==> src/verilog/fpdp_cfg.svh <==
/*
 Opcodes, widths and timing figures for the protection command block.
 Assumes inclusion by bare name from files under verilog/.
*/
`ifndef FPDP_CFG_SVH
`define FPDP_CFG_SVH
`define FPDP_OP_WREN 8'h06
`define FPDP_OP_GLOCK 8'h7e
`define FPDP_OP_GUNLOCK 8'h98
`define FPDP_OP_RDPWD 8'h27
`define FPDP_OP_WRPWD 8'h28
`define FPDP_OP_PWUNLK 8'h29
`define FPDP_OP_BITS 7'h08
`define FPDP_PWD_BITS 7'h40
`define FPDP_FRAME_BITS 7'h48
`define FPDP_CLK_MHZ 10
`define FPDP_UNLOCK_NS 2000
`define FPDP_UNLOCK_CYC ((`FPDP_UNLOCK_NS * `FPDP_CLK_MHZ + 999) / 1000)
`define FPDP_PWD_RESET 64'hffff_ffff_ffff_ffff
`define FPDP_SYNC_IDLE 6'h01
`endif

==> src/verilog/fpdp_pkg.sv <==
/*
 Types shared by the protection command block.
 Assumes fpdp_cfg.svh is available on the include path.
*/
package fpdp_pkg;
   // Frame decoder states
   typedef enum logic [2:0] {
      FPDP_IDLE, FPDP_OPCODE, FPDP_DATA_IN, FPDP_DATA_OUT, FPDP_IGNORE
   } fpdp_state_t;
   // Pending command kinds
   typedef enum logic [1:0] {
      FPDP_CMD_NONE, FPDP_CMD_WRPWD, FPDP_CMD_PWUNLK
   } fpdp_cmd_t;
endpackage : fpdp_pkg

==> src/verilog/fpdp_pin_if.sv <==
/*
 Carrier for synchronised serial pin events between the front end and core.
 Assumes one clock domain, clk_sys.
*/
`timescale 1ns/1ps
interface fpdp_pin_if;
   logic cs_act; // Chip select asserted
   logic rise; // Serial clock rising edge pulse
   logic fall; // Serial clock falling edge pulse
   logic cs_end; // Chip select release pulse
   logic [3:0] din; // Data lines, synchronised
   modport front (output cs_act, rise, fall, cs_end, din);
   modport core (input cs_act, rise, fall, cs_end, din);
endinterface : fpdp_pin_if

==> src/verilog/fpdp_pin_sync.sv <==
/*
 Two-flop synchronisers and edge pulses for the serial pins.
 Assumes pin inputs are asynchronous to clk_sys and much slower than it.
*/
`timescale 1ns/1ps
`include "fpdp_cfg.svh"
module fpdp_pin_sync (
   // Clock and reset
   input wire logic clk_sys,
   input wire logic arst_n,
   input wire logic clk_en,
   // Raw pins
   input wire logic cs_n_pin,
   input wire logic sclk_pin,
   input wire logic [3:0] dq_pin,
   // Synchronised events
   fpdp_pin_if.front pin
);
   logic [5:0] s1_q; // First stage, read only by second
   logic [5:0] s2_q; // Second stage
   logic [5:0] s3_q; // Previous value for edges

   // Synchroniser chain; chip select idles high
   always_ff @(posedge clk_sys or negedge arst_n) begin
      if (!arst_n) begin
         s1_q <= `FPDP_SYNC_IDLE;
         s2_q <= `FPDP_SYNC_IDLE;
         s3_q <= `FPDP_SYNC_IDLE;
      end else if (clk_en) begin
         s1_q <= {dq_pin, sclk_pin, cs_n_pin};
         s2_q <= s1_q;
         s3_q <= s2_q;
      end
   end

   // Edge pulses are gated by enable
   assign pin.cs_act = ~s2_q[0];
   assign pin.rise = clk_en & s2_q[1] & ~s3_q[1] & ~s2_q[0];
   assign pin.fall = clk_en & ~s2_q[1] & s3_q[1] & ~s2_q[0];
   assign pin.cs_end = clk_en & s2_q[0] & ~s3_q[0];
   assign pin.din = s2_q[5:2];
endmodule : fpdp_pin_sync

==> src/verilog/fpdp_core.sv <==
/*
 Protection command interpreter: global dynamic lock and unlock, password
 read, write and unlock, persistent-bit lock latch.
 Assumes serial pins arrive asynchronously and are oversampled by clk_sys.
*/
// What this block does
// - Global lock with latch sets all dynamic bits
// - Lock frame: select, opcode, deselect
// - Global unlock with latch clears dynamic bits
// - Unlock frame: select, opcode, deselect executes
// - Password read shifts out msb first, falling
// - Password write stores 64 bits at deselect
// - Matching password sets persistent-bit lock latch
// - Latch clears on every reset
// - Persistent bit changes refused while latch clear
// - Unlock takes effect after two microseconds
// - Busy flag clears when unlock completes
// - Unlock frame: opcode plus 64 bits
// - Locked regions refuse program and erase
// - Dynamic bits set after every reset
`timescale 1ns/1ps
`include "fpdp_cfg.svh"
module fpdp_core import fpdp_pkg::*; #(
   parameter int NUM_REGIONS = 512,
   parameter int UNLOCK_CYC = `FPDP_UNLOCK_CYC
) (
   // Clock, reset, enable
   input wire logic clk_sys,
   input wire logic arst_n,
   input wire logic clk_en,
   // Serial pins
   input wire logic cs_n_pin,
   input wire logic sclk_pin,
   input wire logic [3:0] dq_pin,
   output logic [3:0] dq_out,
   output logic [3:0] dq_oe,
   // Mode and status
   input wire logic quad_command_mode,
   output logic write_enable_latch,
   output logic write_in_progress_flag,
   output logic persistent_bit_lock_latch,
   output logic [NUM_REGIONS-1:0] dynamic_sector_lock_bit,
   // Program/erase and persistent bit requests from the array side
   input wire logic [$clog2(NUM_REGIONS)-1:0] pe_region,
   input wire logic pe_req,
   output logic pe_allow,
   input wire logic persist_mod_req,
   output logic persist_mod_allow
);
   fpdp_pin_if pin ();
   fpdp_state_t state_q;
   fpdp_cmd_t cmd_q;
   logic [6:0] bit_cnt_q; // Bits taken in this frame
   logic [7:0] opcode_q; // Opcode shift register
   logic [63:0] shift_q; // Password data in
   logic [63:0] password_q; // Stored password
   logic [63:0] out_q; // Read shifter
   logic [31:0] wait_q; // Unlock delay counter
   logic [3:0] dq_out_q;
   logic oe_q;
   logic [2:0] step;
   logic [63:0] op_next; // Opcode word after this rise

   fpdp_pin_sync u_sync (
      .clk_sys (clk_sys),
      .arst_n (arst_n),
      .clk_en (clk_en),
      .cs_n_pin (cs_n_pin),
      .sclk_pin (sclk_pin),
      .dq_pin (dq_pin),
      .pin (pin)
   );

   // Bits per clock edge: one or four lines
   assign step = quad_command_mode ? 3'h4 : 3'h1;

   // Shift new bits into a word, msb first
   function automatic logic [63:0] shift_in(input logic [63:0] w,
      input logic [3:0] d, input logic quad);
      shift_in = quad ? {w[59:0], d} : {w[62:0], d[0]};
   endfunction : shift_in

   // Opcode as it will stand after the current rise; read twice below
   assign op_next = shift_in({56'h0, opcode_q}, pin.din, quad_command_mode);

   // Frame decoder
   always_ff @(posedge clk_sys or negedge arst_n) begin
      if (!arst_n) begin
         state_q <= FPDP_IDLE;
         bit_cnt_q <= 7'h00;
         opcode_q <= 8'h00;
      end else if (clk_en) begin
         if (pin.cs_end || !pin.cs_act) begin
            state_q <= FPDP_IDLE;
            bit_cnt_q <= 7'h00;
         end else if (pin.rise) begin
            bit_cnt_q <= bit_cnt_q + 7'(step);
            unique case (state_q)
               FPDP_IDLE, FPDP_OPCODE: begin
                  opcode_q <= op_next[7:0];
                  state_q <= FPDP_OPCODE;
                  if (bit_cnt_q + 7'(step) == `FPDP_OP_BITS) begin
                     // Last opcode bits decide read or write direction
                     if (op_next[7:0] == `FPDP_OP_RDPWD)
                        state_q <= FPDP_DATA_OUT;
                     else
                        state_q <= FPDP_DATA_IN;
                  end
               end
               FPDP_DATA_IN: begin
                  if (bit_cnt_q + 7'(step) == `FPDP_FRAME_BITS)
                     state_q <= FPDP_IGNORE;
               end
               FPDP_DATA_OUT, FPDP_IGNORE: begin
               end
               default: state_q <= FPDP_IGNORE;
            endcase
         end
      end
   end

   // Password bits in
   always_ff @(posedge clk_sys or negedge arst_n) begin
      if (!arst_n)
         shift_q <= 64'h0;
      else if (clk_en && pin.rise && state_q == FPDP_DATA_IN)
         shift_q <= shift_in(shift_q, pin.din, quad_command_mode);
   end

   // Read shifter: reload from password while selected and not in the read state, drive on falling edges
   always_ff @(posedge clk_sys or negedge arst_n) begin
      if (!arst_n) begin
         out_q <= 64'h0;
         dq_out_q <= 4'h0;
         oe_q <= 1'b0;
      end else if (clk_en) begin
         if (!pin.cs_act) begin
            oe_q <= 1'b0;
         end else if (state_q == FPDP_DATA_OUT && pin.fall) begin
            oe_q <= 1'b1;
            if (quad_command_mode) begin
               dq_out_q <= out_q[63:60];
               out_q <= {out_q[59:0], out_q[63:60]};
            end else begin
               dq_out_q <= {3'h0, out_q[63]}; // Mirror onto output line
               out_q <= {out_q[62:0], out_q[63]};
            end
         end else if (state_q != FPDP_DATA_OUT) begin
            out_q <= password_q;
         end
      end
   end
   assign dq_out = quad_command_mode ? dq_out_q : {2'h0, dq_out_q[0], 1'b0};
   assign dq_oe = quad_command_mode ? {4{oe_q}} : {2'h0, oe_q, 1'b0};

   // Write enable latch, dynamic bits and stored password
   always_ff @(posedge clk_sys or negedge arst_n) begin
      if (!arst_n) begin
         write_enable_latch <= 1'b0;
         dynamic_sector_lock_bit <= '1;
         password_q <= `FPDP_PWD_RESET;
         cmd_q <= FPDP_CMD_NONE;
      end else if (clk_en) begin
         cmd_q <= FPDP_CMD_NONE;
         if (pin.cs_end && bit_cnt_q == `FPDP_OP_BITS) begin
            if (opcode_q == `FPDP_OP_WREN)
               write_enable_latch <= 1'b1;
            else if (write_enable_latch) begin
               if (opcode_q == `FPDP_OP_GLOCK) begin
                  dynamic_sector_lock_bit <= '1;
                  write_enable_latch <= 1'b0;
               end else if (opcode_q == `FPDP_OP_GUNLOCK) begin
                  dynamic_sector_lock_bit <= '0;
                  write_enable_latch <= 1'b0;
               end
            end
         end else if (pin.cs_end && bit_cnt_q == `FPDP_FRAME_BITS &&
            write_enable_latch) begin
            // Only the two data commands use up the write enable
            if (opcode_q == `FPDP_OP_WRPWD) begin
               password_q <= shift_q;
               write_enable_latch <= 1'b0;
            end else if (opcode_q == `FPDP_OP_PWUNLK) begin
               cmd_q <= FPDP_CMD_PWUNLK;
               write_enable_latch <= 1'b0;
            end
         end
      end
   end

   // Password unlock: busy for the delay, then latch on a match
   always_ff @(posedge clk_sys or negedge arst_n) begin
      if (!arst_n) begin
         persistent_bit_lock_latch <= 1'b0;
         write_in_progress_flag <= 1'b0;
         wait_q <= 32'h0;
      end else if (clk_en) begin
         if (cmd_q == FPDP_CMD_PWUNLK && shift_q == password_q) begin
            write_in_progress_flag <= 1'b1;
            wait_q <= 32'(UNLOCK_CYC);
            // Wrong password: no busy period, latch kept
         end else if (cmd_q == FPDP_CMD_PWUNLK) begin
            write_in_progress_flag <= 1'b0;
         end else if (write_in_progress_flag) begin
            if (wait_q <= 32'h1) begin
               persistent_bit_lock_latch <= 1'b1;
               write_in_progress_flag <= 1'b0;
            end
            wait_q <= wait_q - 32'h1;
         end
      end
   end

   // Protection gates toward the array
   assign pe_allow = pe_req & ~dynamic_sector_lock_bit[pe_region];
   assign persist_mod_allow = persist_mod_req & persistent_bit_lock_latch;
endmodule : fpdp_core

==> config.mk <==
export PLATFORM = sky130hd
export DESIGN_NAME = fpdp_core
export DESIGN_NICKNAME = d
export VERILOG_FILES = /design/src/verilog/fpdp_pkg.sv /design/src/verilog/fpdp_pin_if.sv /design/src/verilog/fpdp_pin_sync.sv /design/src/verilog/fpdp_core.sv
export VERILOG_INCLUDE_DIRS = /design/src /design/src/verilog
export SDC_FILE = /design/constraint.sdc
export NUM_CORES = 1
export LEC_CHECK = 0
export BUFFER_PORTS_ARGS = -buffer_cell sky130_fd_sc_hd__buf_4
export CORE_AREA = 5 5 212 214
export CTS_CLUSTER_SIZE = 16
export DETAILED_ROUTE_END_ITERATION = 8
export DIE_AREA = 0 0 217 219
export PLACE_DENSITY = 0.7
export RECOVER_POWER = 50
export SLEW_MARGIN = 20
export SYNTH_ARGS = -nofsm -noshare
export SYNTH_HDL_FRONTEND = slang
export SYNTH_SLANG_ARGS = --single-unit
export TNS_END_PERCENT = 50
==> constraint.sdc <==
create_clock -name clk_sys -period 6.6 [get_ports clk_sys]
set_input_delay 0.33 -clock clk_sys [delete_from_list [all_inputs] [get_ports clk_sys]]
set_output_delay 0.33 -clock clk_sys [all_outputs]
set_load 0.01 [all_outputs]
==> results of run 1 <==
-- registers in the layout, indices dropped and copies added (netlist names), 2 cells and up --
| register | count |
|---|---|
| bit_cnt_q | 7 |
| dq_out_q | 4 |
| opcode_q | 8 |
| out_q | 64 |
| password_q | 64 |
| shift_q | 64 |
| state_q | 3 |
| u_sync.s1_q | 6 |
| u_sync.s2_q | 6 |
| u_sync.s3_q | 2 |
| wait_q | 32 |
-- synthesized netlist by cell type, types with 2 or more instances --
master                     instances
sky130_fd_sc_hd__buf_4           514
sky130_fd_sc_hd__dfrtp_1         198
sky130_fd_sc_hd__nand2_1         158
sky130_fd_sc_hd__o21ai_0         153
sky130_fd_sc_hd__mux2i_1         105
sky130_fd_sc_hd__nor2_1           87
sky130_fd_sc_hd__dfstp_2          68
sky130_fd_sc_hd__clkbuf_1         61
sky130_fd_sc_hd__mux2_2           57
sky130_fd_sc_hd__a21oi_1          48
sky130_fd_sc_hd__mux2_4           48
sky130_fd_sc_hd__xor2_1           45
sky130_fd_sc_hd__xnor2_1          37
sky130_fd_sc_hd__o22ai_1          27
sky130_fd_sc_hd__nand2b_1         20
sky130_fd_sc_hd__nor4_1           17
sky130_fd_sc_hd__nor3_1           16
sky130_fd_sc_hd__inv_1            15
sky130_fd_sc_hd__nor2b_1          11
sky130_fd_sc_hd__nand4_1          10
sky130_fd_sc_hd__or4_1             9
sky130_fd_sc_hd__buf_1             8
sky130_fd_sc_hd__or3_1             8
sky130_fd_sc_hd__buf_6             6
sky130_fd_sc_hd__nand3_1           6
sky130_fd_sc_hd__and2_1            5
sky130_fd_sc_hd__ha_1              5
sky130_fd_sc_hd__o2111a_1          5
sky130_fd_sc_hd__nor3b_1           4
sky130_fd_sc_hd__a211oi_1          3
sky130_fd_sc_hd__a21o_1            3
sky130_fd_sc_hd__a22o_1            3
sky130_fd_sc_hd__a31o_2            2
sky130_fd_sc_hd__a31oi_1           2
sky130_fd_sc_hd__and3_1            2
sky130_fd_sc_hd__and4_1            2
sky130_fd_sc_hd__nand4b_1          2
-- final cells by class --
cell class                 count  area [um^2]
sequential                   266         6740
multi-input combinational    915         6290
clock buffer                  38          778
inverter                      15         56.3
fill                        4082        24300
tap                          546          683
clock inverter                14          223
timing repair buffer         549         3640
-- layer usage --
layer	part of all wire	global-route usage
met1	0.44	0.194
met2	0.48	0.235
met3	0.069	0.0199
met4	0.015	0.0215
met5	0	0
-- layout by cell type, fill, tap and decap left out, drive strengths merged, types with 17 or more instances in the layout --
| cell | instances |
|---|---|
| nor2 | 87 |
| dfrtp | 198 |
| xnor2 | 37 |
| buf | 393 |
| nand2b | 20 |
| o22ai | 27 |
| o21ai | 154 |
| clkbuf | 193 |
| dfstp | 68 |
| mux2 | 105 |
| a21oi | 48 |
| nand2 | 158 |
| nor3 | 18 |
| mux2i | 105 |
| xor2 | 45 |
| nor4 | 17 |
-- worst register-to-register path, stage by stage (launching register included) --
cell and delay (ns):
sky130_fd_sc_hd__dfrtp_1 0.42, sky130_fd_sc_hd__or4_1 0.49, sky130_fd_sc_hd__or4_1 0.55, sky130_fd_sc_hd__nor3_1 0.38, sky130_fd_sc_hd__nand2b_1 0.83, sky130_fd_sc_hd__buf_4 0.71, sky130_fd_sc_hd__mux2_4 0.40
-- stage by stage --
stage | setup WS (ns) | hold WS [ns]
after floorplan | 0.870 | 0.0344
after global placement | 3.49 | 0.458
after detailed placement | 3.43 | 0.465
after CTS | 3.05 | 0.00109
after global routing | 1.85 | 0.0113
final | 2.18 | 0.0210
-- worst max-delay path by stage --
stage	end	slack [ns]	cells past startpoint
after detailed placement	out_q[35]	3.43	5
final	state_q[1]	2.18	8
after global routing	state_q[1]	1.85	8
after global placement	out_q[2]	3.49	6
after CTS	dynamic_sector_lock_bit[404]	3.05	2
after floorplan	dynamic_sector_lock_bit[100]	0.87	1
-- power by group --
group	leakage, nW	switching (mW)	internal [mW]	total (mW)
Clock	0.490	0.662	1.03	1.69
Sequential	3.39	0.237	1.84	2.07
Combinational	5.02	0.412	0.319	0.731
-- kinds of logic (layout without fill, tap and decap cells) --
family                   after synthesis  count (layout)  share of synthesized area
buffers and inverters                605             616                      0.246
XOR/XNOR                              82              82                     0.0416
flip-flops                           266             266                      0.390
AO/OA/AOI/OAI                        254             254                     0.0809
multiplexers                         210             210                      0.140
adder cells (fa/ha/maj)                5               5                    0.00362
AND/OR/NAND/NOR                      364             364                     0.0976
==> results.rst, run 1 <==
.. list-table::
   :header-rows: 1

   * - Metric
     - Value
   * - Flops & latches, synth
     - 266
   * - Depth of the worst register-to-register path
     - 6
   * - Count of final hold-check violations
     - 0
   * - Max-cap violations
     - 3
   * - DRC violation total after the first TritonRoute iteration
     - 716
   * - Gate count after technology mapping
     - 1,786
   * - Final setup violation count
     - 0
   * - Number of H-tree levels
     - 1
   * - Source of the critical timing path
     - quad_command_mode
   * - Syn Nets
     - 1,812
   * - Clk Latency, worst-skew pair
     - 0.57 ns
   * - Initial antenna violation count
     - 1
   * - Ordered cell list for the critical path
     - clkbuf_1 > inv_1 > ha_1 > ha_1 > or4_1 > nor3_1 > mux2i_1 > nand3_1
   * - Element type at the critical path end
     - flop
   * - Worst setup SP type
     - input port
   * - TritonCTS sink count
     - 266
   * - Fraction of layout instances using a drive strength above 1
     - 0.343
   * - Worst Setup Path Type
     - input port to flop
   * - Synthesized cell area
     - 17,300 um^2
   * - Crit path max-delay family
     - buffers and inverters
   * - I/O pin count
     - 546
   * - Capture instance of the worst register-to-register path
     - password_q[20]
   * - Count of buffers inserted at the top-level ports
     - 536
   * - Number of pins with negative max-slew slack in the final report
     - 240
   * - Placeable core region
     - 42,700 um^2
   * - Kind of path behind the tightest hold check
     - input port to flop
   * - Crit path top cell by count
     - sky130_fd_sc_hd__ha_1
   * - ANT nets after route
     - 0
   * - Slew margin rel.
     - -1.15
   * - Clock buffer count from CTS
     - 28
   * - Layout Utilization
     - 0.431
   * - Unrepaired setup endpoints after global routing
     - no
   * - Startpoint of the worst-slack reg-to-reg timing path
     - bit_cnt_q[5]
   * - Post-synth ARST share
     - 1.00
   * - Cell type of the slowest stage on the worst timing path
     - sky130_fd_sc_hd__clkbuf_1
   * - Die Width
     - 217 um
   * - Fraction of synthesized cell area taken by the top area cell type
     - 0.287
   * - Number of cells in the finished layout apart from fillers
     - 2,343
   * - Cell area reported after detailed placement
     - 18,000 um^2
   * - Cell chosen for the clock root
     - sky130_fd_sc_hd__clkbuf_16
   * - Worst path arrival time
     - 4.83 ns
   * - Post-Route Skew
     - 0.0295 ns
   * - Worst Max-Slew Pin Slew
     - 3.22 ns
   * - Total Wirelength
     - 37,100 um
   * - Avg Vias per Cell
     - 4.77
   * - Count of flip-flops with a built-in enable after synthesis
     - 0
   * - Mean instance size in the synthesized netlist
     - 9.67 um^2
   * - Detailed Place HPWL
     - 25,800 um
   * - Area growth from synthesis to layout
     - 6.65%
   * - DIE AREA
     - 47,500 um^2
   * - First-pass GRT wire length
     - 56,100 um
   * - Most common flop cell mapped by yosys
     - sky130_fd_sc_hd__dfrtp_1
   * - Gp weighted congestion
     - 0.800
   * - Pre-Repair DR Iteration Count
     - 5
   * - Placement Rows
     - 76
   * - Worst setup slack for register-to-register paths
     - 2.76 ns
   * - Total Negative Setup Slacks
     - 0 ns
   * - Share of synthesized area occupied by flip-flops and latches
     - 0.390
   * - Outcome
     - complete, but fails checks
   * - Total global routing track utilization
     - 0.139
   * - Cell accounting for the most synthesized area
     - sky130_fd_sc_hd__dfrtp_1
   * - Quantity of gates resized following cts
     - 0
   * - Synth area leaders
     - sky130_fd_sc_hd__dfrtp_1 29%, sky130_fd_sc_hd__buf_4 22%, sky130_fd_sc_hd__dfstp_2 10%, sky130_fd_sc_hd__mux2i_1 6.1%, sky130_fd_sc_hd__o21ai_0 4.4%
   * - Failing checks
     - max-capacitance violations, max-slew violations
   * - Via count of the first global-routing pass
     - 10,300
   * - Diode count
     - 0
   * - Initial Utilization
     - 0.404
   * - CP bufs+invs
     - 2
   * - Worst VDD drop
     - 0.189 mV
   * - Largest net degree at the start of global routing
     - 242
   * - Count of buffers added by post-CTS timing repair for setup
     - 0
   * - Worst-path clk slew
     - 0.06 ns
   * - Overflow left after global routing
     - 0
   * - Average wire per cell in the routed design
     - 15.8 um
   * - Post-synthesis cell type count
     - 53
   * - Quantity of hold-fixing buffers added after cts
     - 1
   * - Launch instance of the worst min-delay path
     - dq_pin[3]
   * - P_leak
     - 8.90 nW
   * - Total number of vias
     - 11,200
   * - Die Y-Extent
     - 219 um
   * - Fin area
     - 18,400 um^2
   * - Min Tclk post-route
     - 4.42 ns
   * - DRC violation count after routing
     - 0
   * - Warnings, synthesis
     - 0
   * - Data required time at the worst endpoint
     - 7.02 ns
   * - Net count reported at finish
     - 1,801
   * - Total power
     - 4.49 mW
   * - Largest fanout of any net on the critical path
     - 43
   * - Cell Pwr Density
     - 244 nW/um^2
   * - Share of the cycle needed by the critical path after routing
     - 0.669
   * - CTS tree
     - done
   * - Min-Delay Endpoint
     - u_sync.s1_q[5]
   * - CTS max path bufs
     - 3
   * - Worst stage delay on the critical path
     - 1.86 ns
   * - Hold Path Cell Cnt
     - 2
   * - Top achievable clock speed
     - 0.226 GHz
   * - Dpl cells
     - 2,287
Power figures use the tool's default switching activity.
==> run 2: changes to the inputs <==
--- a/config.mk
+++ b/config.mk
@@ -7,11 +7,11 @@
 export NUM_CORES = 1
 export LEC_CHECK = 0
 export BUFFER_PORTS_ARGS = -buffer_cell sky130_fd_sc_hd__buf_4
-export CORE_AREA = 5 5 212 214
+export CORE_AREA = 5 5 210 212
 export CTS_CLUSTER_SIZE = 16
 export DETAILED_ROUTE_END_ITERATION = 8
-export DIE_AREA = 0 0 217 219
-export PLACE_DENSITY = 0.7
+export DIE_AREA = 0 0 215 217
+export PLACE_DENSITY = 0.73
 export RECOVER_POWER = 50
 export SLEW_MARGIN = 20
 export SYNTH_ARGS = -nofsm -noshare
==> constraint.sdc (replaced) <==
create_clock -name clk_sys -period 3.7 [get_ports clk_sys]
set_input_delay 0.185 -clock clk_sys [delete_from_list [all_inputs] [get_ports clk_sys]]
set_output_delay 0.185 -clock clk_sys [all_outputs]
set_load 0.01 [all_outputs]
==> results.rst, run 2 (synthesis results as in run 1) <==
.. list-table::
   :header-rows: 1

   * - Metric
     - Value
   * - Outcome
     - complete, but fails checks
   * - Failing checks
     - max-capacitance violations, max-slew violations
   * - First-pass GRT wire length
     - 58,900 um
   * - Layout fillers
     - 3,931
   * - Worst-path clk slew
     - 0.06 ns
   * - Clock buffer count from CTS
     - 28
   * - Total global routing track utilization
     - 0.146
   * - Worst setup SP type
     - input port
   * - Initial antenna violation count
     - 1
   * - Cell type of the slowest stage on the worst timing path
     - sky130_fd_sc_hd__clkbuf_4
   * - Post-Route Skew
     - 0.0119 ns
   * - ANT nets after route
     - 0
   * - Number of pins with negative max-slew slack in the final report
     - 273
   * - Hold Path Cell Cnt
     - 2
   * - Internal power contribution
     - 5.42 mW
   * - Worst Max-Slew Pin Slew
     - 2.43 ns
   * - Diode count
     - 0
   * - Total Wirelength
     - 37,400 um
   * - Crit path top cell by count
     - sky130_fd_sc_hd__clkbuf_1
   * - Worst VDD drop
     - 0.341 mV
   * - Most common cell after layout, fill and taps aside
     - sky130_fd_sc_hd__buf_4
   * - Startpoint of the worst-slack reg-to-reg timing path
     - u_sync.s2_q[0]
   * - Top flop regs
     - out_q x64, password_q x64, shift_q x64
   * - P_leak
     - 9.06 nW
   * - Cell area reported after detailed placement
     - 18,000 um^2
   * - Slew margin rel.
     - -0.618
   * - CP bufs+invs
     - 3
   * - Area of combinational cells with multiple inputs
     - 6300 um^2
   * - Share of total power in sequential cells
     - 0.480
   * - Hold Slack
     - 0.0679 ns
   * - Dpl cells
     - 2,285
   * - Top achievable clock speed
     - 0.333 GHz
   * - Largest net degree at the start of global routing
     - 324
   * - DRC violation total after the first TritonRoute iteration
     - 571
   * - Total number of vias
     - 11,200
   * - CTS tree
     - done
   * - Number of cells in the finished layout apart from fillers
     - 2,346
   * - Switching part of the total
     - 0.297
   * - Relative contribution of the clock network to total power
     - 0.349
   * - Pre-Repair DR Iteration Count
     - 5
   * - Min-Delay Endpoint
     - u_sync.s3_q[0]
   * - Clk Latency, worst-skew pair
     - 0.54 ns
   * - Max-cap violations
     - 4
   * - Data required time at the worst endpoint
     - 3.51 ns
   * - Fraction of layout instances using a drive strength above 1
     - 0.362
   * - TritonCTS sink count
     - 266
   * - Register cell area after layout
     - 6750 um^2
   * - CTS max path bufs
     - 3
   * - DIE AREA
     - 46,700 um^2
   * - Placeable core region
     - 41,800 um^2
   * - Total Negative Setup Slacks
     - 0 ns
   * - Quantity of gates resized following cts
     - 0
   * - Average wire per cell in the routed design
     - 15.9 um
   * - Number of H-tree levels
     - 1
   * - Cell chosen for the clock root
     - sky130_fd_sc_hd__clkbuf_16
   * - Count of final hold-check violations
     - 0
   * - Initial Utilization
     - 0.413
   * - Die Y-Extent
     - 217 um
   * - Net count reported at finish
     - 1,811
   * - Commonest cells after routing, fill and taps aside
     - 430 x sky130_fd_sc_hd__buf_4, 198 x sky130_fd_sc_hd__dfrtp_1, 158 x sky130_fd_sc_hd__nand2_1
   * - Worst Setup Path Type
     - input port to output pin
   * - Worst stage delay on the critical path
     - 1.78 ns
   * - Capture instance of the worst register-to-register path
     - shift_q[42]
   * - Worst setup slack for register-to-register paths
     - 0.74 ns
   * - Comb power frac
     - 0.171
   * - Overflow left after global routing
     - 0
   * - Count of buffers added by post-CTS timing repair for setup
     - 0
   * - Share of the cycle needed by the critical path after routing
     - 0.812
   * - Largest fanout of any net on the critical path
     - 143
   * - Avg Vias per Cell
     - 4.76
   * - Gp weighted congestion
     - 0.780
   * - Cell Pwr Density
     - 416 nW/um^2
   * - Worst path arrival time
     - 2.82 ns
   * - Crit path max-delay family
     - buffers and inverters
   * - DRC violation count after routing
     - 0
   * - Total power
     - 7.70 mW
   * - Element type at the critical path end
     - output pin
   * - Detailed Place HPWL
     - 26,300 um
   * - Switching power summed over all nets
     - 2.29 mW
   * - I/O pin count
     - 546
   * - Ordered cell list for the critical path
     - clkbuf_1 > clkbuf_4 > mux2_2 > clkbuf_1
   * - Die Width
     - 215 um
   * - Placement Rows
     - 75
   * - Unrepaired setup endpoints after global routing
     - no
   * - Launch instance of the worst min-delay path
     - clk_en
   * - Via count of the first global-routing pass
     - 10,700
   * - Kind of path behind the tightest hold check
     - input port to flop
   * - Min Tclk post-route
     - 3.00 ns
   * - Final setup violation count
     - 0
   * - Depth of the worst register-to-register path
     - 5
   * - Fin area
     - 18,500 um^2
   * - Count of buffers inserted at the top-level ports
     - 536
   * - Area growth from synthesis to layout
     - 7.22%
[run 2: area by class of cell]
type / instances / share of cell area
Timing Repair Buffer: 559 / 0.209
Multi-Input combinational cell: 915 / 0.340
Tap cell: 539 / 0.0364
Sequential cell: 266 / 0.364
Clock inverter: 3 / 0.000946
Clock buffer: 49 / 0.0465
Inverter: 15 / 0.00304
[run 2: worst max path at each step]
stage / endpoint / start / depth (start not counted) / slack, ns
3_3_place_gp: password_q[41] / bit_cnt_q[5] / 6 / 1.19
6_report: dq_out[1] / quad_command_mode / 4 / 0.70
3_5_place_dp: password_q[36] / bit_cnt_q[5] / 6 / 1.18
2_1_floorplan: dynamic_sector_lock_bit[100] / dynamic_sector_lock_bit[510] / 1 / 0.36
5_1_grt: wait_q[16] / arst_n / 3 / 0.34
4_1_cts: pe_allow / dynamic_sector_lock_bit[510] / 3 / 0.71
[run 2: what timing repair did]
action                                  4_1_cts  5_1_grt
hold buffers                                  7        0
endpoints found under the setup margin        0        0
endpoints found under the hold margin        98        0
[run 2: layer usage]
| metal | share of wire | track usage | up-vias |
|---|---|---|---|
| met5 | 0 | 0 | - |
| met4 | 0.013 | 0.0188 | 0 |
| met3 | 0.068 | 0.0281 | 34 |
| met2 | 0.49 | 0.249 | 378 |
| met1 | 0.43 | 0.200 | 5269 |
| li1 | - | - | 5493 |
[run 2: power groups by stage]
stage	logic (mW)	clock network, mW	registers [mW]
final	1.32	2.69	3.70
after global routing	1.49	2.87	3.76
after CTS	1.34	2.74	3.70
after detailed placement	1.32	0	3.74
after global placement	1.28	0	3.71
after floorplan	1.02	0	3.59
[run 2: worst register-to-register path, cell delays in order (launching register included)]
cell and delay, ns:
sky130_fd_sc_hd__dfstp_1 0.63, sky130_fd_sc_hd__nor2b_1 0.09, sky130_fd_sc_hd__nand2_1 0.20, sky130_fd_sc_hd__or3_1 1.36, sky130_fd_sc_hd__buf_12 0.38, sky130_fd_sc_hd__o21ai_0 0.18
[run 2: through the flow]
stage	util	setup slack [ns]
after floorplan	-	0.365
after global placement	0.431	1.19
after detailed placement	0.431	1.18
after CTS	0.453	0.709
after global routing	0.443	0.344
final	0.443	0.697
==> run 3: changes to the inputs <==
--- a/config.mk
+++ b/config.mk
@@ -6,12 +6,13 @@
 export SDC_FILE = /design/constraint.sdc
 export NUM_CORES = 1
 export LEC_CHECK = 0
+export ABC_AREA = 1
 export BUFFER_PORTS_ARGS = -buffer_cell sky130_fd_sc_hd__buf_4
-export CORE_AREA = 5 5 210 212
+export CORE_AREA = 5 5 207 209
 export CTS_CLUSTER_SIZE = 16
 export DETAILED_ROUTE_END_ITERATION = 8
-export DIE_AREA = 0 0 215 217
-export PLACE_DENSITY = 0.73
+export DIE_AREA = 0 0 212 214
+export PLACE_DENSITY = 0.78
 export RECOVER_POWER = 50
 export SLEW_MARGIN = 20
 export SYNTH_ARGS = -nofsm -noshare
==> constraint.sdc (replaced) <==
create_clock -name clk_sys -period 3 [get_ports clk_sys]
set_input_delay 0.15 -clock clk_sys [delete_from_list [all_inputs] [get_ports clk_sys]]
set_output_delay 0.15 -clock clk_sys [all_outputs]
set_load 0.01 [all_outputs]
==> results.rst, run 3 <==
.. list-table::
   :header-rows: 1

   * - Metric
     - Value
   * - Outcome
     - complete, but fails checks
   * - Failing checks
     - max-capacitance violations, max-slew violations
   * - Clock buffer count from CTS
     - 30
   * - Via count of the first global-routing pass
     - 14,900
   * - CTS max path bufs
     - 3
   * - Initial antenna violation count
     - 0
   * - Total Negative Setup Slacks
     - 0 ns
   * - Mean instance size in the synthesized netlist
     - 7.44 um^2
   * - DRC violation total after the first TritonRoute iteration
     - 1,417
   * - DRC violation count after routing
     - 0
   * - Die Width
     - 212 um
   * - Post-synthesis cell type count
     - 47
   * - Min Tclk post-route
     - 2.80 ns
   * - Max-cap violations
     - 2
   * - Depth of the worst register-to-register path
     - 7
   * - Avg Vias per Cell
     - 5.09
   * - Worst Slack Setup Final
     - 0.200 ns
   * - Share of the cycle needed by the critical path after routing
     - 0.933
   * - Fraction of synthesized cell area taken by the top area cell type
     - 0.258
   * - Clk Latency, worst-skew pair
     - 0.56 ns
   * - Diode count
     - 0
   * - Slew margin rel.
     - -0.335
   * - Final setup violation count
     - 0
   * - Total global routing track utilization
     - 0.199
   * - Most common cell after layout, fill and taps aside
     - sky130_fd_sc_hd__nand2_1
   * - Die Y-Extent
     - 214 um
   * - Share of synthesized area occupied by flip-flops and latches
     - 0.351
   * - Internal power contribution
     - 6.99 mW
   * - Worst Setup Path Type
     - input port to flop
   * - Gate count after technology mapping
     - 2,582
   * - Syn Nets
     - 2,608
   * - Source of the critical timing path
     - clk_en
   * - Worst-path clk slew
     - 0.06 ns
   * - Cell accounting for the most synthesized area
     - sky130_fd_sc_hd__dfrtp_1
   * - Overflow left after global routing
     - 0
   * - Cell Pwr Density
     - 517 nW/um^2
   * - Largest fanout of any net on the critical path
     - 128
   * - Pre-Repair DR Iteration Count
     - 6
   * - Layout fillers
     - 3,993
   * - Total Wirelength
     - 48,700 um
   * - Data required time at the worst endpoint
     - 3.47 ns
   * - Relative contribution of the clock network to total power
     - 0.364
   * - Worst VDD drop
     - 0.514 mV
   * - Placeable core region
     - 40,600 um^2
   * - TritonCTS sink count
     - 266
   * - Count of final hold-check violations
     - 0
   * - Endpoint of the worst setup timing path
     - password_q[8]
   * - Dominant cell by count in the synthesized netlist
     - sky130_fd_sc_hd__nand2_1
   * - Capture instance of the worst register-to-register path
     - password_q[8]
   * - Fraction of layout instances using a drive strength above 1
     - 0.223
   * - Total routed wire length on the met1 layer
     - 19,300 um
   * - Total number of vias
     - 15,900
   * - Top achievable clock speed
     - 0.357 GHz
   * - Topmost layer with routed signal wires
     - met4
   * - Unrepaired setup endpoints after global routing
     - no
   * - Share of total power in sequential cells
     - 0.424
   * - Post-synth ARST share
     - 1.00
   * - Synth area leaders
     - sky130_fd_sc_hd__dfrtp_1 26%, sky130_fd_sc_hd__buf_4 20%, sky130_fd_sc_hd__nand2_1 12%, sky130_fd_sc_hd__dfstp_2 9.3%, sky130_fd_sc_hd__o21ai_0 5.3%
   * - Area growth from synthesis to layout
     - 5.14%
   * - Number of pins with negative max-slew slack in the final report
     - 113
   * - Post-synth top cells
     - 598 x sky130_fd_sc_hd__nand2_1, 516 x sky130_fd_sc_hd__buf_4, 242 x sky130_fd_sc_hd__inv_1
   * - First-pass GRT wire length
     - 77,400 um
   * - P_leak
     - 9.49 nW
   * - Detail Route met2 WL
     - 23,400 um
   * - ANT nets after route
     - 0
   * - Count of buffers inserted at the top-level ports
     - 536
   * - Net count reported at finish
     - 2,598
   * - Worst setup slack for register-to-register paths
     - 0.35 ns
   * - Worst-case setup slack after placement
     - 0.698 ns
   * - Switching power summed over all nets
     - 3.46 mW
   * - Post-Route Skew
     - 0.0157 ns
   * - I/O pin count
     - 546
   * - Gp weighted congestion
     - 0.964
   * - Commonest cells after routing, fill and taps aside
     - 598 x sky130_fd_sc_hd__nand2_1, 381 x sky130_fd_sc_hd__buf_4, 244 x sky130_fd_sc_hd__inv_1
   * - Average wire per cell in the routed design
     - 15.6 um
   * - Largest net degree at the start of global routing
     - 347
   * - Startpoint of the worst-slack reg-to-reg timing path
     - u_sync.s2_q[0]
   * - Cell chosen for the clock root
     - sky130_fd_sc_hd__clkbuf_16
   * - Kind of path behind the tightest hold check
     - input port to flop
   * - Placement Rows
     - 74
   * - Launch instance of the worst min-delay path
     - quad_command_mode
   * - DIE AREA
     - 45,400 um^2
   * - Number of H-tree levels
     - 1
   * - Synthesized cell area
     - 19,200 um^2
   * - Comb power frac
     - 0.212
   * - Worst Max-Slew Pin Slew
     - 2.00 ns
   * - Count of flip-flops with a built-in enable after synthesis
     - 0
   * - Element type at the critical path end
     - flop
   * - Routed wl met3
     - 4790 um
   * - Top flop regs
     - out_q x64, password_q x64, shift_q x64
   * - Most common flop cell mapped by yosys
     - sky130_fd_sc_hd__dfrtp_1
   * - Initial Utilization
     - 0.473
   * - Flops & latches, synth
     - 266
   * - Worst setup SP type
     - input port
   * - CTS tree
     - done
   * - Warnings, synthesis
     - 0
   * - Switching part of the total
     - 0.331
   * - Detailed Place HPWL
     - 35,200 um
   * - Worst path arrival time
     - 3.27 ns
run 3: cell types whose count changed after synthesis, moves of 57 or more:
cell                       change
sky130_fd_sc_hd__mux2_2       -57
sky130_fd_sc_hd__o21ai_2      +64
sky130_fd_sc_hd__inv_1       +227
sky130_fd_sc_hd__o211ai_1     +63
sky130_fd_sc_hd__nor2_1      +132
sky130_fd_sc_hd__nand2_1     +440
sky130_fd_sc_hd__mux2i_1     -105
sky130_fd_sc_hd__nand3_1      +59
run 3: layout make-up:
class | count | area, um^2 | share of cell area
inverter | 250 | 938 | 0.0464
clock inverter | 12 | 166 | 0.00823
timing repair buffer | 570 | 3760 | 0.186
multi-input combinational | 1454 | 7080 | 0.350
tap | 532 | 666 | 0.0329
clock buffer | 43 | 851 | 0.0421
sequential | 266 | 6750 | 0.334
run 3: routing by layer:
layer  track usage  vias to the layer above
met5             0                        -
met4        0.0533                        0
met3        0.0350                       92
met2         0.341                      778
met1         0.261                     7322
li1              -                     7733
run 3: critical path: stages:
cell and delay, ns:
sky130_fd_sc_hd__dlygate4sd3_1 0.52, sky130_fd_sc_hd__clkbuf_1 0.58, sky130_fd_sc_hd__nand2_4 0.16, sky130_fd_sc_hd__inv_1 0.11, sky130_fd_sc_hd__nand4_2 0.07, sky130_fd_sc_hd__nor4_1 0.75
sky130_fd_sc_hd__nand3_4 0.13, sky130_fd_sc_hd__buf_8 0.36, sky130_fd_sc_hd__o21ai_0 0.33
run 3: worst min-delay path by stage:
stage	end	slack, ns	cells past startpoint
global placement	out_q[15]	0.17	1
global route	shift_q[1]	0.16	4
floorplan	bit_cnt_q[0]	-0.15	0
finish	shift_q[1]	0.18	4
CTS	shift_q[1]	0.15	4
detailed placement	out_q[16]	0.18	1
run 3: per-stage QoR:
stage	hold WS [ns]	power, mW	utilization	instance area, um^2	std cells
3_3_place_gp	0.172	6.59	0.487	19800	3063
5_1_grt	0.159	11.0	0.497	20200	3127
2_1_floorplan	-0.146	6.00	-	19200	2582
3_5_place_dp	0.184	6.67	0.487	19800	3063
4_1_cts	0.152	10.5	0.514	20900	3126
6_report	0.175	10.5	0.497	20200	3127
run 3: timing repair:
| item | 4_1_cts | 5_1_grt |
|---|---|---|
| setup buffers | 0 | 0 |
| endpoints found under the setup margin | 0 | 108 |
| hold buffers | 8 | 0 |
| resized for setup | 0 | 1 |
| hold endpoints to repair | 82 | 0 |
run 3: kinds of logic after synthesis:
family / synth area share
adder cells (fa/ha/maj): 0.00325
buffers and inverters: 0.278
AND/OR/NAND/NOR: 0.207
flip-flops: 0.351
AO/OA/AOI/OAI: 0.145
XOR/XNOR: 0.0159
run 3: power by group through the flow:
stage               clock, mW  combinational (mW)  sequential (mW)
floorplan                   0                1.62             4.38
global placement            0                2.14             4.46
detailed placement          0                2.20             4.48
CTS                      3.88                2.22             4.42
global route             4.03                2.53             4.49
finish                   3.81                2.21             4.43
